--- src/spl_pkg.sv ---
// Constants shared by the strap latch and pin routing block
package spl_pkg;
    // Wishbone register byte offsets
    localparam logic [3:0]  SPL_OFS_BASE_LO   = 4'h0;
    localparam logic [3:0]  SPL_OFS_BASE_HI   = 4'h4;
    localparam logic [3:0]  SPL_OFS_ADC_GPIO  = 4'h8;
    localparam logic [3:0]  SPL_OFS_STATUS    = 4'hC;
    // Reset values of writable registers
    localparam logic [7:0]  SPL_BASE_LO_RST   = 8'h00;
    localparam logic [7:0]  SPL_BASE_HI_RST   = 8'h00;
    localparam logic [11:0] SPL_ADC_GPIO_RST  = 12'h000;
    // Fields of the analog pin control register
    localparam int          SPL_AG_SEL_LSB    = 0;
    localparam int          SPL_AG_OUT_LSB    = 4;
    localparam int          SPL_AG_OE_LSB     = 8;
    // Fields of the status register
    localparam int          SPL_ST_SHARE      = 0;
    localparam int          SPL_ST_PARPROG    = 1;
    localparam int          SPL_ST_BASE_LSB   = 2;
    localparam int          SPL_ST_VALID      = 4;
    localparam int          SPL_ST_GENERAL_INTERRUPT_PIN       = 5;
    localparam int          SPL_ST_GPIN_LSB   = 8;
    // Fixed configuration port pairs
    localparam logic [15:0] SPL_CFG_IDX_DEF   = 16'h002E;
    localparam logic [15:0] SPL_CFG_DAT_DEF   = 16'h002F;
    localparam logic [15:0] SPL_CFG_IDX_ALT   = 16'h004E;
    localparam logic [15:0] SPL_CFG_DAT_ALT   = 16'h004F;
    localparam logic [15:0] SPL_CFG_DAT_STEP  = 16'h0001;
    // Base strap bit positions
    localparam int          SPL_BASE_ALT_BIT  = 0;
    localparam int          SPL_BASE_REG_BIT  = 1;
endpackage

--- src/spl_strap_route.sv ---
// Strap latch, configuration port decode and fixed pin routing
//
// The register addresses and the Wishbone slave port were chosen for this implementation.
`timescale 1ns/1ps

// Function
// - Latch firmware share strap at power-up
// - Latch parallel program strap, reroute scan pins
// - No base strap: decode 002Eh and 002Fh
// - Low base strap: decode 004Eh and 004Fh
// - High base strap: pair from base registers
// - Interrupt pin feeds controller input 28
// - Upper analog pins usable as GPIO
// - Controller clock driven on clock output
// - Slow oscillator driven on slow output
module spl_strap_route
    import spl_pkg::*;
(
    // Clock and standby power-up reset
    input  wire logic        clk_i,
    input  wire logic        rst_i,
    // Wishbone slave
    input  wire logic        wb_cyc_i,
    input  wire logic        wb_stb_i,
    input  wire logic        wb_we_i,
    input  wire logic [3:0]  wb_adr_i,
    input  wire logic [3:0]  wb_sel_i,
    input  wire logic [31:0] wb_dat_i,
    output logic      [31:0] wb_dat_o,
    output logic             wb_ack_o,
    // Board straps
    input  wire logic        host_firmware_share_strap_i,
    input  wire logic        parallel_program_strap_i,
    input  wire logic [1:0]  config_port_base_strap_i,
    // Latched strap results
    output logic             share_enable_o,
    output logic             keyboard_scan_output_parport_o,
    output logic [1:0]       config_port_base_o,
    // Host I/O decode for the configuration space
    input  wire logic        host_io_i,
    input  wire logic [15:0] host_addr_i,
    output logic             cfg_index_hit_o,
    output logic             cfg_data_hit_o,
    // Interrupt routing
    input  wire logic        general_interrupt_pin_i,
    output logic             interrupt_controller_unit_input28_o,
    // Upper analog pins as GPIO
    input  wire logic [3:0]  adc_pin_i,
    output logic [3:0]       adc_pin_o,
    output logic [3:0]       adc_pin_oe_o,
    output logic [3:0]       adc_analog_en_o,
    // Clock outputs
    input  wire logic        slow_osc_i,
    output logic             controller_clock_output_o,
    output logic             slow_osc_output_o
);

    // Strap and routing state
    logic        valid_q, valid_d;
    logic        share_q, share_d;
    logic        par_q, par_d;
    logic [1:0]  base_q, base_d;
    logic [7:0]  blo_q, blo_d;
    logic [7:0]  bhi_q, bhi_d;
    logic [11:0] ag_q, ag_d;
    logic        idx_q, idx_d;
    logic        dat_q, dat_d;
    logic        int_q, int_d;
    logic        ck_q, ck_d;
    logic        slow_q, slow_d;
    logic        ack_q, ack_d;
    logic [31:0] rd_q, rd_d;
    logic [3:0]  gin_q, gin_d;
    logic [3:0]  oe_q, oe_d;
    logic [3:0]  aen_q, aen_d;
    logic [15:0] pair_idx;
    logic        wr_en;

    // Next-state logic for the whole block
    always_comb begin
        valid_d  = 1'b1;
        share_d  = share_q;
        par_d    = par_q;
        base_d   = base_q;
        blo_d    = blo_q;
        bhi_d    = bhi_q;
        ag_d     = ag_q;
        pair_idx = SPL_CFG_IDX_DEF;
        // Capture only on first cycle out of reset
        if (!valid_q) begin
            share_d = host_firmware_share_strap_i;
            par_d   = parallel_program_strap_i;
            base_d  = config_port_base_strap_i;
        end
        if (base_q[SPL_BASE_REG_BIT]) begin
            pair_idx = {bhi_q, blo_q};
        end else if (base_q[SPL_BASE_ALT_BIT]) begin
            pair_idx = SPL_CFG_IDX_ALT;
        end
        // Selected pair, blocked until straps are known
        idx_d = valid_q && host_io_i && (host_addr_i == pair_idx);
        dat_d = valid_q && host_io_i && (host_addr_i == pair_idx + SPL_CFG_DAT_STEP);
        // Straight route, one flop for a clean pin
        int_d  = general_interrupt_pin_i;
        // Toggle gives a half-rate controller clock
        ck_d   = ~ck_q;
        slow_d = slow_osc_i;
        gin_d  = adc_pin_i;
        // Single-cycle Wishbone answer, dropped the cycle after
        ack_d  = wb_cyc_i && wb_stb_i && !ack_q;
        // Write lands on the edge where the master sees ack
        wr_en  = wb_cyc_i && wb_stb_i && wb_we_i && ack_q;
        rd_d   = 32'h0000_0000;
        case (wb_adr_i)
            SPL_OFS_BASE_LO: begin
                rd_d[7:0] = blo_q;
                if (wr_en && wb_sel_i[0]) begin
                    blo_d = wb_dat_i[7:0];
                end
            end
            SPL_OFS_BASE_HI: begin
                rd_d[7:0] = bhi_q;
                if (wr_en && wb_sel_i[0]) begin
                    bhi_d = wb_dat_i[7:0];
                end
            end
            SPL_OFS_ADC_GPIO: begin
                rd_d[11:0] = ag_q;
                if (wr_en && wb_sel_i[0]) begin
                    ag_d[7:0] = wb_dat_i[7:0];
                end
                if (wr_en && wb_sel_i[1]) begin
                    ag_d[11:8] = wb_dat_i[11:8];
                end
            end
            SPL_OFS_STATUS: begin
                rd_d[SPL_ST_SHARE]                  = share_q;
                rd_d[SPL_ST_PARPROG]                = par_q;
                rd_d[SPL_ST_BASE_LSB +: 2]          = base_q;
                rd_d[SPL_ST_VALID]                  = valid_q;
                rd_d[SPL_ST_GENERAL_INTERRUPT_PIN]                   = int_q;
                rd_d[SPL_ST_GPIN_LSB +: 4]          = gin_q;
            end
            // Unmapped offsets read zero and drop writes
            default: begin
                rd_d = 32'h0000_0000;
            end
        endcase
        // Pin drive and analog enable kept in flops, in step with control
        oe_d  = ag_d[SPL_AG_OE_LSB +: 4] & ag_d[SPL_AG_SEL_LSB +: 4];
        aen_d = ~ag_d[SPL_AG_SEL_LSB +: 4];
        if (!ack_d) begin
            rd_d = 32'h0000_0000;
        end
    end

    // State registers; straps only move while valid is low
    always_ff @(posedge clk_i) begin
        if (rst_i) begin
            valid_q <= 1'b0;
            share_q <= 1'b0;
            par_q   <= 1'b0;
            base_q  <= 2'h0;
            blo_q   <= SPL_BASE_LO_RST;
            bhi_q   <= SPL_BASE_HI_RST;
            ag_q    <= SPL_ADC_GPIO_RST;
            idx_q   <= 1'b0;
            dat_q   <= 1'b0;
            int_q   <= 1'b0;
            ck_q    <= 1'b0;
            slow_q  <= 1'b0;
            ack_q   <= 1'b0;
            rd_q    <= 32'h0000_0000;
            gin_q   <= 4'h0;
            oe_q    <= 4'h0;
            aen_q   <= 4'hF;
        end else begin
            valid_q <= valid_d;
            share_q <= share_d;
            par_q   <= par_d;
            base_q  <= base_d;
            blo_q   <= blo_d;
            bhi_q   <= bhi_d;
            ag_q    <= ag_d;
            idx_q   <= idx_d;
            dat_q   <= dat_d;
            int_q   <= int_d;
            ck_q    <= ck_d;
            slow_q  <= slow_d;
            ack_q   <= ack_d;
            rd_q    <= rd_d;
            gin_q   <= gin_d;
            oe_q    <= oe_d;
            aen_q   <= aen_d;
        end
    end

    // Outputs, all straight from flops
    assign wb_ack_o                       = ack_q;
    assign wb_dat_o                       = rd_q;
    assign share_enable_o                 = share_q;
    assign keyboard_scan_output_parport_o = par_q;
    assign config_port_base_o             = base_q;
    assign cfg_index_hit_o                = idx_q;
    assign cfg_data_hit_o                 = dat_q;
    assign interrupt_controller_unit_input28_o                 = int_q;
    // Selected channels become GPIO, others stay analog
    assign adc_pin_o                      = ag_q[SPL_AG_OUT_LSB +: 4];
    assign adc_pin_oe_o                   = oe_q;
    assign adc_analog_en_o                = aen_q;
    assign controller_clock_output_o      = ck_q;
    assign slow_osc_output_o              = slow_q;

    // Checks
    share_capture_a: assert property (@(posedge clk_i) disable iff (rst_i)
        !valid_q |=> share_enable_o == $past(host_firmware_share_strap_i))
        else $error("share strap not captured");
    par_capture_a: assert property (@(posedge clk_i) disable iff (rst_i)
        !valid_q |=> keyboard_scan_output_parport_o == $past(parallel_program_strap_i))
        else $error("program strap not captured");
    default_pair_a: assert property (@(posedge clk_i) disable iff (rst_i)
        valid_q && base_q == 2'h0 && host_io_i && host_addr_i == 16'h002F
        |=> cfg_data_hit_o && !cfg_index_hit_o)
        else $error("default pair missed");
    alt_pair_a: assert property (@(posedge clk_i) disable iff (rst_i)
        valid_q && base_q == 2'h1 && host_io_i && host_addr_i == 16'h004E
        |=> cfg_index_hit_o && !cfg_data_hit_o)
        else $error("alternate pair missed");
    reg_pair_a: assert property (@(posedge clk_i) disable iff (rst_i)
        valid_q && base_q[1] && host_io_i && host_addr_i == {bhi_q, blo_q}
        |=> cfg_index_hit_o)
        else $error("register pair missed");
    reg_first_a: assert property (@(posedge clk_i) disable iff (rst_i)
        base_q == 2'h3 && {bhi_q, blo_q} != 16'h004E && host_addr_i == 16'h004E
        |=> !cfg_index_hit_o)
        else $error("fixed pair beat register pair");
    int_route_a: assert property (@(posedge clk_i) disable iff (rst_i)
        ##1 interrupt_controller_unit_input28_o == $past(general_interrupt_pin_i))
        else $error("interrupt route broken");
    gpio_route_a: assert property (@(posedge clk_i) disable iff (rst_i)
        (adc_pin_oe_o & adc_analog_en_o) == 4'h0)
        else $error("pin driven while analog");
    clk_out_a: assert property (@(posedge clk_i) disable iff (rst_i)
        controller_clock_output_o |=> !controller_clock_output_o ##1 controller_clock_output_o)
        else $error("clock output stalled");
    slow_out_a: assert property (@(posedge clk_i) disable iff (rst_i)
        ##1 slow_osc_output_o == $past(slow_osc_i))
        else $error("slow clock route broken");
    strap_hold_a: assert property (@(posedge clk_i) disable iff (rst_i)
        valid_q |=> $stable(share_enable_o) && $stable(config_port_base_o)
        && $stable(keyboard_scan_output_parport_o))
        else $error("latched strap moved");

endmodule // spl_strap_route

--- config.mk ---
export PLATFORM = sky130hd
export DESIGN_NAME = spl_strap_route
export DESIGN_NICKNAME = d
export VERILOG_FILES = /design/src/spl_pkg.sv /design/src/spl_strap_route.sv
export SDC_FILE = /design/constraint.sdc
export NUM_CORES = 1
export LEC_CHECK = 0
export BUFFER_PORTS_ARGS = -buffer_cell sky130_fd_sc_hd__buf_2
export CORE_MARGIN = 2
export CORE_UTILIZATION = 53
export DETAILED_ROUTE_END_ITERATION = 8
export GPL_TIMING_DRIVEN = 0
export PLACE_DENSITY = 0.85
export SLEW_MARGIN = 10
export SYNTH_ARGS = -nofsm -noshare
export SYNTH_HDL_FRONTEND = slang
export SYNTH_SLANG_ARGS = --single-unit
export TNS_END_PERCENT = 100
--- constraint.sdc ---
create_clock -name clk_i -period 6.71 [get_ports clk_i]
set_input_delay 1.342 -clock clk_i [delete_from_list [all_inputs] [get_ports clk_i]]
set_output_delay 1.342 -clock clk_i [all_outputs]
set_load 0.05 [all_outputs]
# Word level (Yosys, flattened, before mapping)
# Index checks and enable logic that the tools add are counted.
# W data, S select, Z words.
[op_classes]
add_sub_neg = 1
multipliers = 0
n_div = 0
magnitude_cmp = 0
eq_ne = 5
n_shift = 0
n_mux = 9
bitwise_logic = 4
n_reduce_logical = 15
[op_table]
columns = ["operator", "count"]
rows = [
  ["$eq A16 B16 Y1", 2],
  ["$pmux W6 S4", 1],
  ["$add A16 B1 Y16 const B", 1],
  ["$mux W16", 1],
  ["$mux W12", 1],
  ["$logic_and A1 B1 Y1", 9],
  ["$eq A4 B4 Y1 const B", 2],
  ["$mux W8", 1],
  ["$pmux W4 S2", 1],
  ["$mux W7", 1],
  ["$pmux W2 S3", 1],
  ["$reduce_and A2 Y1", 3],
  ["$and A4 B4 Y4", 1],
  ["$eq A4 B3 Y1 const B", 1],
  ["$logic_not A4 Y1", 1],
  ["$mux W4", 1],
  ["$not A4 Y4", 1],
  ["$not A1 Y1", 2],
  ["$reduce_or A2 Y1", 1],
  ["$logic_not A1 Y1", 1],
  ["$mux W1", 1],
]
[totals]
regBits = 83
latchBits = 0
ramBits = 0
mem_bits_ro = 0
input_bits = 72
out_inout_bits = 54
memories = 0

# Longest topological paths before layout
[depth]
word_depth = 7
mapped_depth = 10
ltp_nobuf = 9

# Worst setup path after synthesis
# OpenSTA, ideal clock, no wires.
[synth_timing]
path_kind = "reg2reg"
startpoint = "register base_q[1], in the netlist config_port_base_o[1]"
endpoint = "register dat_q, in the netlist cfg_data_hit_o"
t_arrival_ps = 2803
required_ps = 6649
path_slack_ps = 3846
stages_incl_launch_ff = 11
synth_period_minus_slack_ps = 2864
path_cell_list = "dfxtp_1 -> clkbuf_1 -> clkbuf_1 -> and2_1 -> ha_1 -> nand4_1 -> nor4_1 -> xnor2_1 -> a2111oi_0 -> o2111ai_1 -> and4b_1"
[synth_between]
elab_chain_cells = 4
[synth_lines]
columns = ["element", "line", "text"]
rows = [
  ["start: declaration", "spl_strap_route.sv:62", "logic [1:0] base_q, base_d;"],
  ["start signal: assignment", "spl_strap_route.sv:181", "base_q <= base_d;"],
  ["$mux W16", "spl_strap_route.sv:95", "if (base_q[SPL_BASE_REG_BIT]) begin"],
  ["$add A16 B1 Y16", "spl_strap_route.sv:102", "dat_d = valid_q && host_io_i && (host_addr_i == pair_idx + SPL_CFG_DAT_STEP);"],
  ["$eq A16 B16 Y1", "spl_strap_route.sv:102", ""],
  ["$logic_and A1 B1 Y1", "spl_strap_route.sv:102", ""],
  ["end signal: assignment", "spl_strap_route.sv:186", "dat_q <= dat_d;"],
  ["end: declaration", "spl_strap_route.sv:67", "logic dat_q, dat_d;"],
]
# No other way between the ends.
# A chain may end at the register's enable or synchronous reset.

# Worst setup path after layout
# Ends and elaborated chain as after synthesis.

==> results.cfg <==
[clock_network]
cts_sinks = 63
clk_path_buf_depth = 2
root_buffer = clkbuf_8
cts_resized = 0
cts_made_buffers = 9
hold_buffers = 0
clk_pin_slew_worst_paths_ps = 80
cts_setup_buffers = 0
htree_levels = 3
cts_tree = yes
clk_latency_ps = 350

[yosys]
synth_adder_area_share_pct = 0.376
synth_top_family_by_area = simple AND/OR/NAND/NOR gates
synth-compound-area-share_pct = 10.2
synth-xor-area-share_pct = 6.32
synth-main-ff-cell = dfxtp_1
yosys_warnings = 0
ys_seq_area_share_pct = 37.9
synth_edf_count = 0
yosys_register_bits = 63
synth_area_leaders = dfxtp_1 (38%), mux2i_1 (9.6%), buf_4 (6.1%)
netlist_area_um2 = 3330
syn_inst = 380
synth-simple-area-share_pct = 21.2
synth_top_area_share_pct = 37.9
async_flop_share_pct = 0
synth_area_per_cell_um2 = 8.75
synth_cell_type_count = 52
synth_mux_area_share_pct = 14.0
yosys.area.top_type = dfxtp_1

[global_routing]
antenna_found_initial = 1
overflow = 0
grt_pass1_wl_mm = 14.0
grt_pass1_vias = 2937
grt_usage_pct = 25.5
grt_max_degree = 12

[setup_path]
worst_ep_arrival_time_ps = 3610
cp_slowest_cell = dfxtp_1
slowest_delay_ps = 490
r2r_cells = 10
rrSetupSlack_ps = 3400
end_kind = register
crit_fanout = 10
cp-start-kind = register
path_cells = clkbuf_1, clkbuf_1, and2_1, ha_1, nand4_1, nor4_1, xnor2_1, a2111oi_0, o2111ai_1, and4b_1
worst_path_most_repeated_cell = clkbuf_1
required_ps = 7010
criticalPathCategory = register to register

[job]
drv_cap = 0

[finish]
syn2layout_area_growth_pct = 22.5
final_cell_mix = buf_2 (83), dfxtp_1 (63), nor2_1 (41)
layout_commonest_cell = buf_2
layoutNonFillerInstCount = 572
num-nets-final = 564
layout-drive-gt1-share_pct = 28.2

[floorplanning]
io_pins = 126
fp.coreArea_um2 = 5990
dieWidth_um = 83.2
placementRows = 28
initial_utilization_pct = 55.5
dieHeight_um = 83.2
dieArea_um2 = 6920

[power]
clkPwrFrac_pct = 37.6
ir_drop_mv = 0.175
p_per_area_nw_per_um2 = 195
switching_share_pct = 29.6
power_switching_mw = 0.235
internal_power_mw = 0.560
combPwrFrac_pct = 14.4
seq_power_share_pct = 47.9
p_leak_nw = 1.84

[placement]
gp_congestion = 0.930
dpl.hpwl_mm = 6.73
dp.cells = 555
port_buffers = 81

[routing]
ant_nets = 0
routedWlPerCell_um = 15.9
first_iter_violations = 345
num_vias = 3236
drc = 0
vias_per_cell = 5.66
wirelength_mm = 9.11
firstDrtPassIters = 5

[timing]
clock_skew_ps = 8.89
worst_pin_slew_ps = 752
finalHoldViolCount = 0
fmax_mhz = 302
fin_crit_ps = 3310
finalSetupTns_ps = 0
max-slew-margin-rel_pct = 49.5
rsz0062_at_grt = no
finalMaxSlewViolations = 0
finalSetupViolCount = 0
min_period_over_period_pct = 49.3

[status]
status = complete, no violations

[hold_path]
hold_depth = 1
hold_class = register to register
==> flip-flops by register name (all words and copies together) (netlist names), 2 cells and up <==
| signal | cells |
|---|---|
| ag_q | 12 |
| wb_dat_o | 12 |
| bhi_q | 8 |
| blo_q | 8 |
| adc_analog_en_o | 4 |
| adc_pin_oe_o | 4 |
| gin_q | 4 |
| config_port_base_o | 2 |
==> power groups by stage <==
stage	combinational, mW	clock (mW)	sequential [mW]
floorplan	0.0696	0	0.399
global placement	0.110	0	0.390
detailed placement	0.112	0	0.390
CTS	0.112	0.296	0.381
global route	0.121	0.316	0.381
finish	0.115	0.299	0.381
==> cell usage after synthesis, types with 3 or more instances <==
master / n
nand2_1: 32
and3_1: 8
xnor2_1: 17
or2_2: 5
nor2_1: 41
inv_1: 8
nor2b_1: 10
clkbuf_1: 18
o21ai_0: 11
mux4_2: 6
mux2i_1: 32
nand4_1: 3
o41ai_1: 3
dfxtp_1: 63
nor4_1: 4
xor2_1: 7
nand3_1: 19
nor3_1: 8
a21oi_1: 13
buf_4: 27
==> cells by family (layout without fill, tap and decap cells) <==
logic type | Yosys count | in the layout
DFF | 63 | 63
xor gates and xnor gates | 24 | 24
buffers and inverters | 59 | 156
AOI/OAI and AO/OA | 51 | 51
muxes | 39 | 39
other | 1 | 21
adders and majority gates | 1 | 1
and+or+nand+nor | 142 | 142
==> final timing paths <==
| path | startpoint | endpoint |
|---|---|---|
| worst max-delay path | config_port_base_o[1] | cfg_data_hit_o |
| worst min-delay path | controller_clock_output_o | controller_clock_output_o |
| worst max register to register | config_port_base_o[1] | cfg_data_hit_o |
| worst min register to register | controller_clock_output_o | controller_clock_output_o |
==> metal layers <==
layer / vias up / global-route usage, % / routed length [µm] / share of wire [%]
met3: 34 / 5.96 / 870 / 9.5
met1: 1497 / 31.8 / 3690 / 41
li1: 1502 / - / - / -
met4: 0 / 12.7 / 301 / 3.3
met2: 203 / 41.1 / 4250 / 47
met5: - / 0 / 0 / 0
==> cell type report <==
class	count	area [µm²]
Fill cell	476	1920
Multi-Input combinational cell	277	1810
Sequential cell	63	1260
Timing Repair Buffer	81	405
Buffer	51	298
Clock buffer	11	141
Tap cell	75	93.8
Clock inverter	5	33.8
Inverter	8	30.0
Antenna cell	1	2.50
==> metrics by stage <==
stage | hold WS, ps | area [µm²] | setup slack, ps | utilization [%] | total power, mW
5_1_grt | 415 | 4070 | 3280 | 68.0 | 0.818
3_3_place_gp | 400 | 3900 | 3390 | 65.0 | 0.500
2_1_floorplan | 440 | 3400 | 3850 | - | 0.469
4_1_cts | 409 | 4070 | 3550 | 68.0 | 0.790
6_report | 410 | 4070 | 3400 | 68.0 | 0.795
3_5_place_dp | 398 | 3900 | 3360 | 65.0 | 0.502
==> worst max-delay path, delay by kind of cell (launching register included) <==
| family | cells | cell delay [ps] |
|---|---|---|
| compound gates | 2 | 560 |
| xor+xnor | 1 | 120 |
| fa+ha+maj | 1 | 270 |
| buf+inv | 2 | 830 |
| flops | 1 | 490 |
| simple gates | 4 | 960 |
No activity file was read; power rests on OpenSTA's default activity.
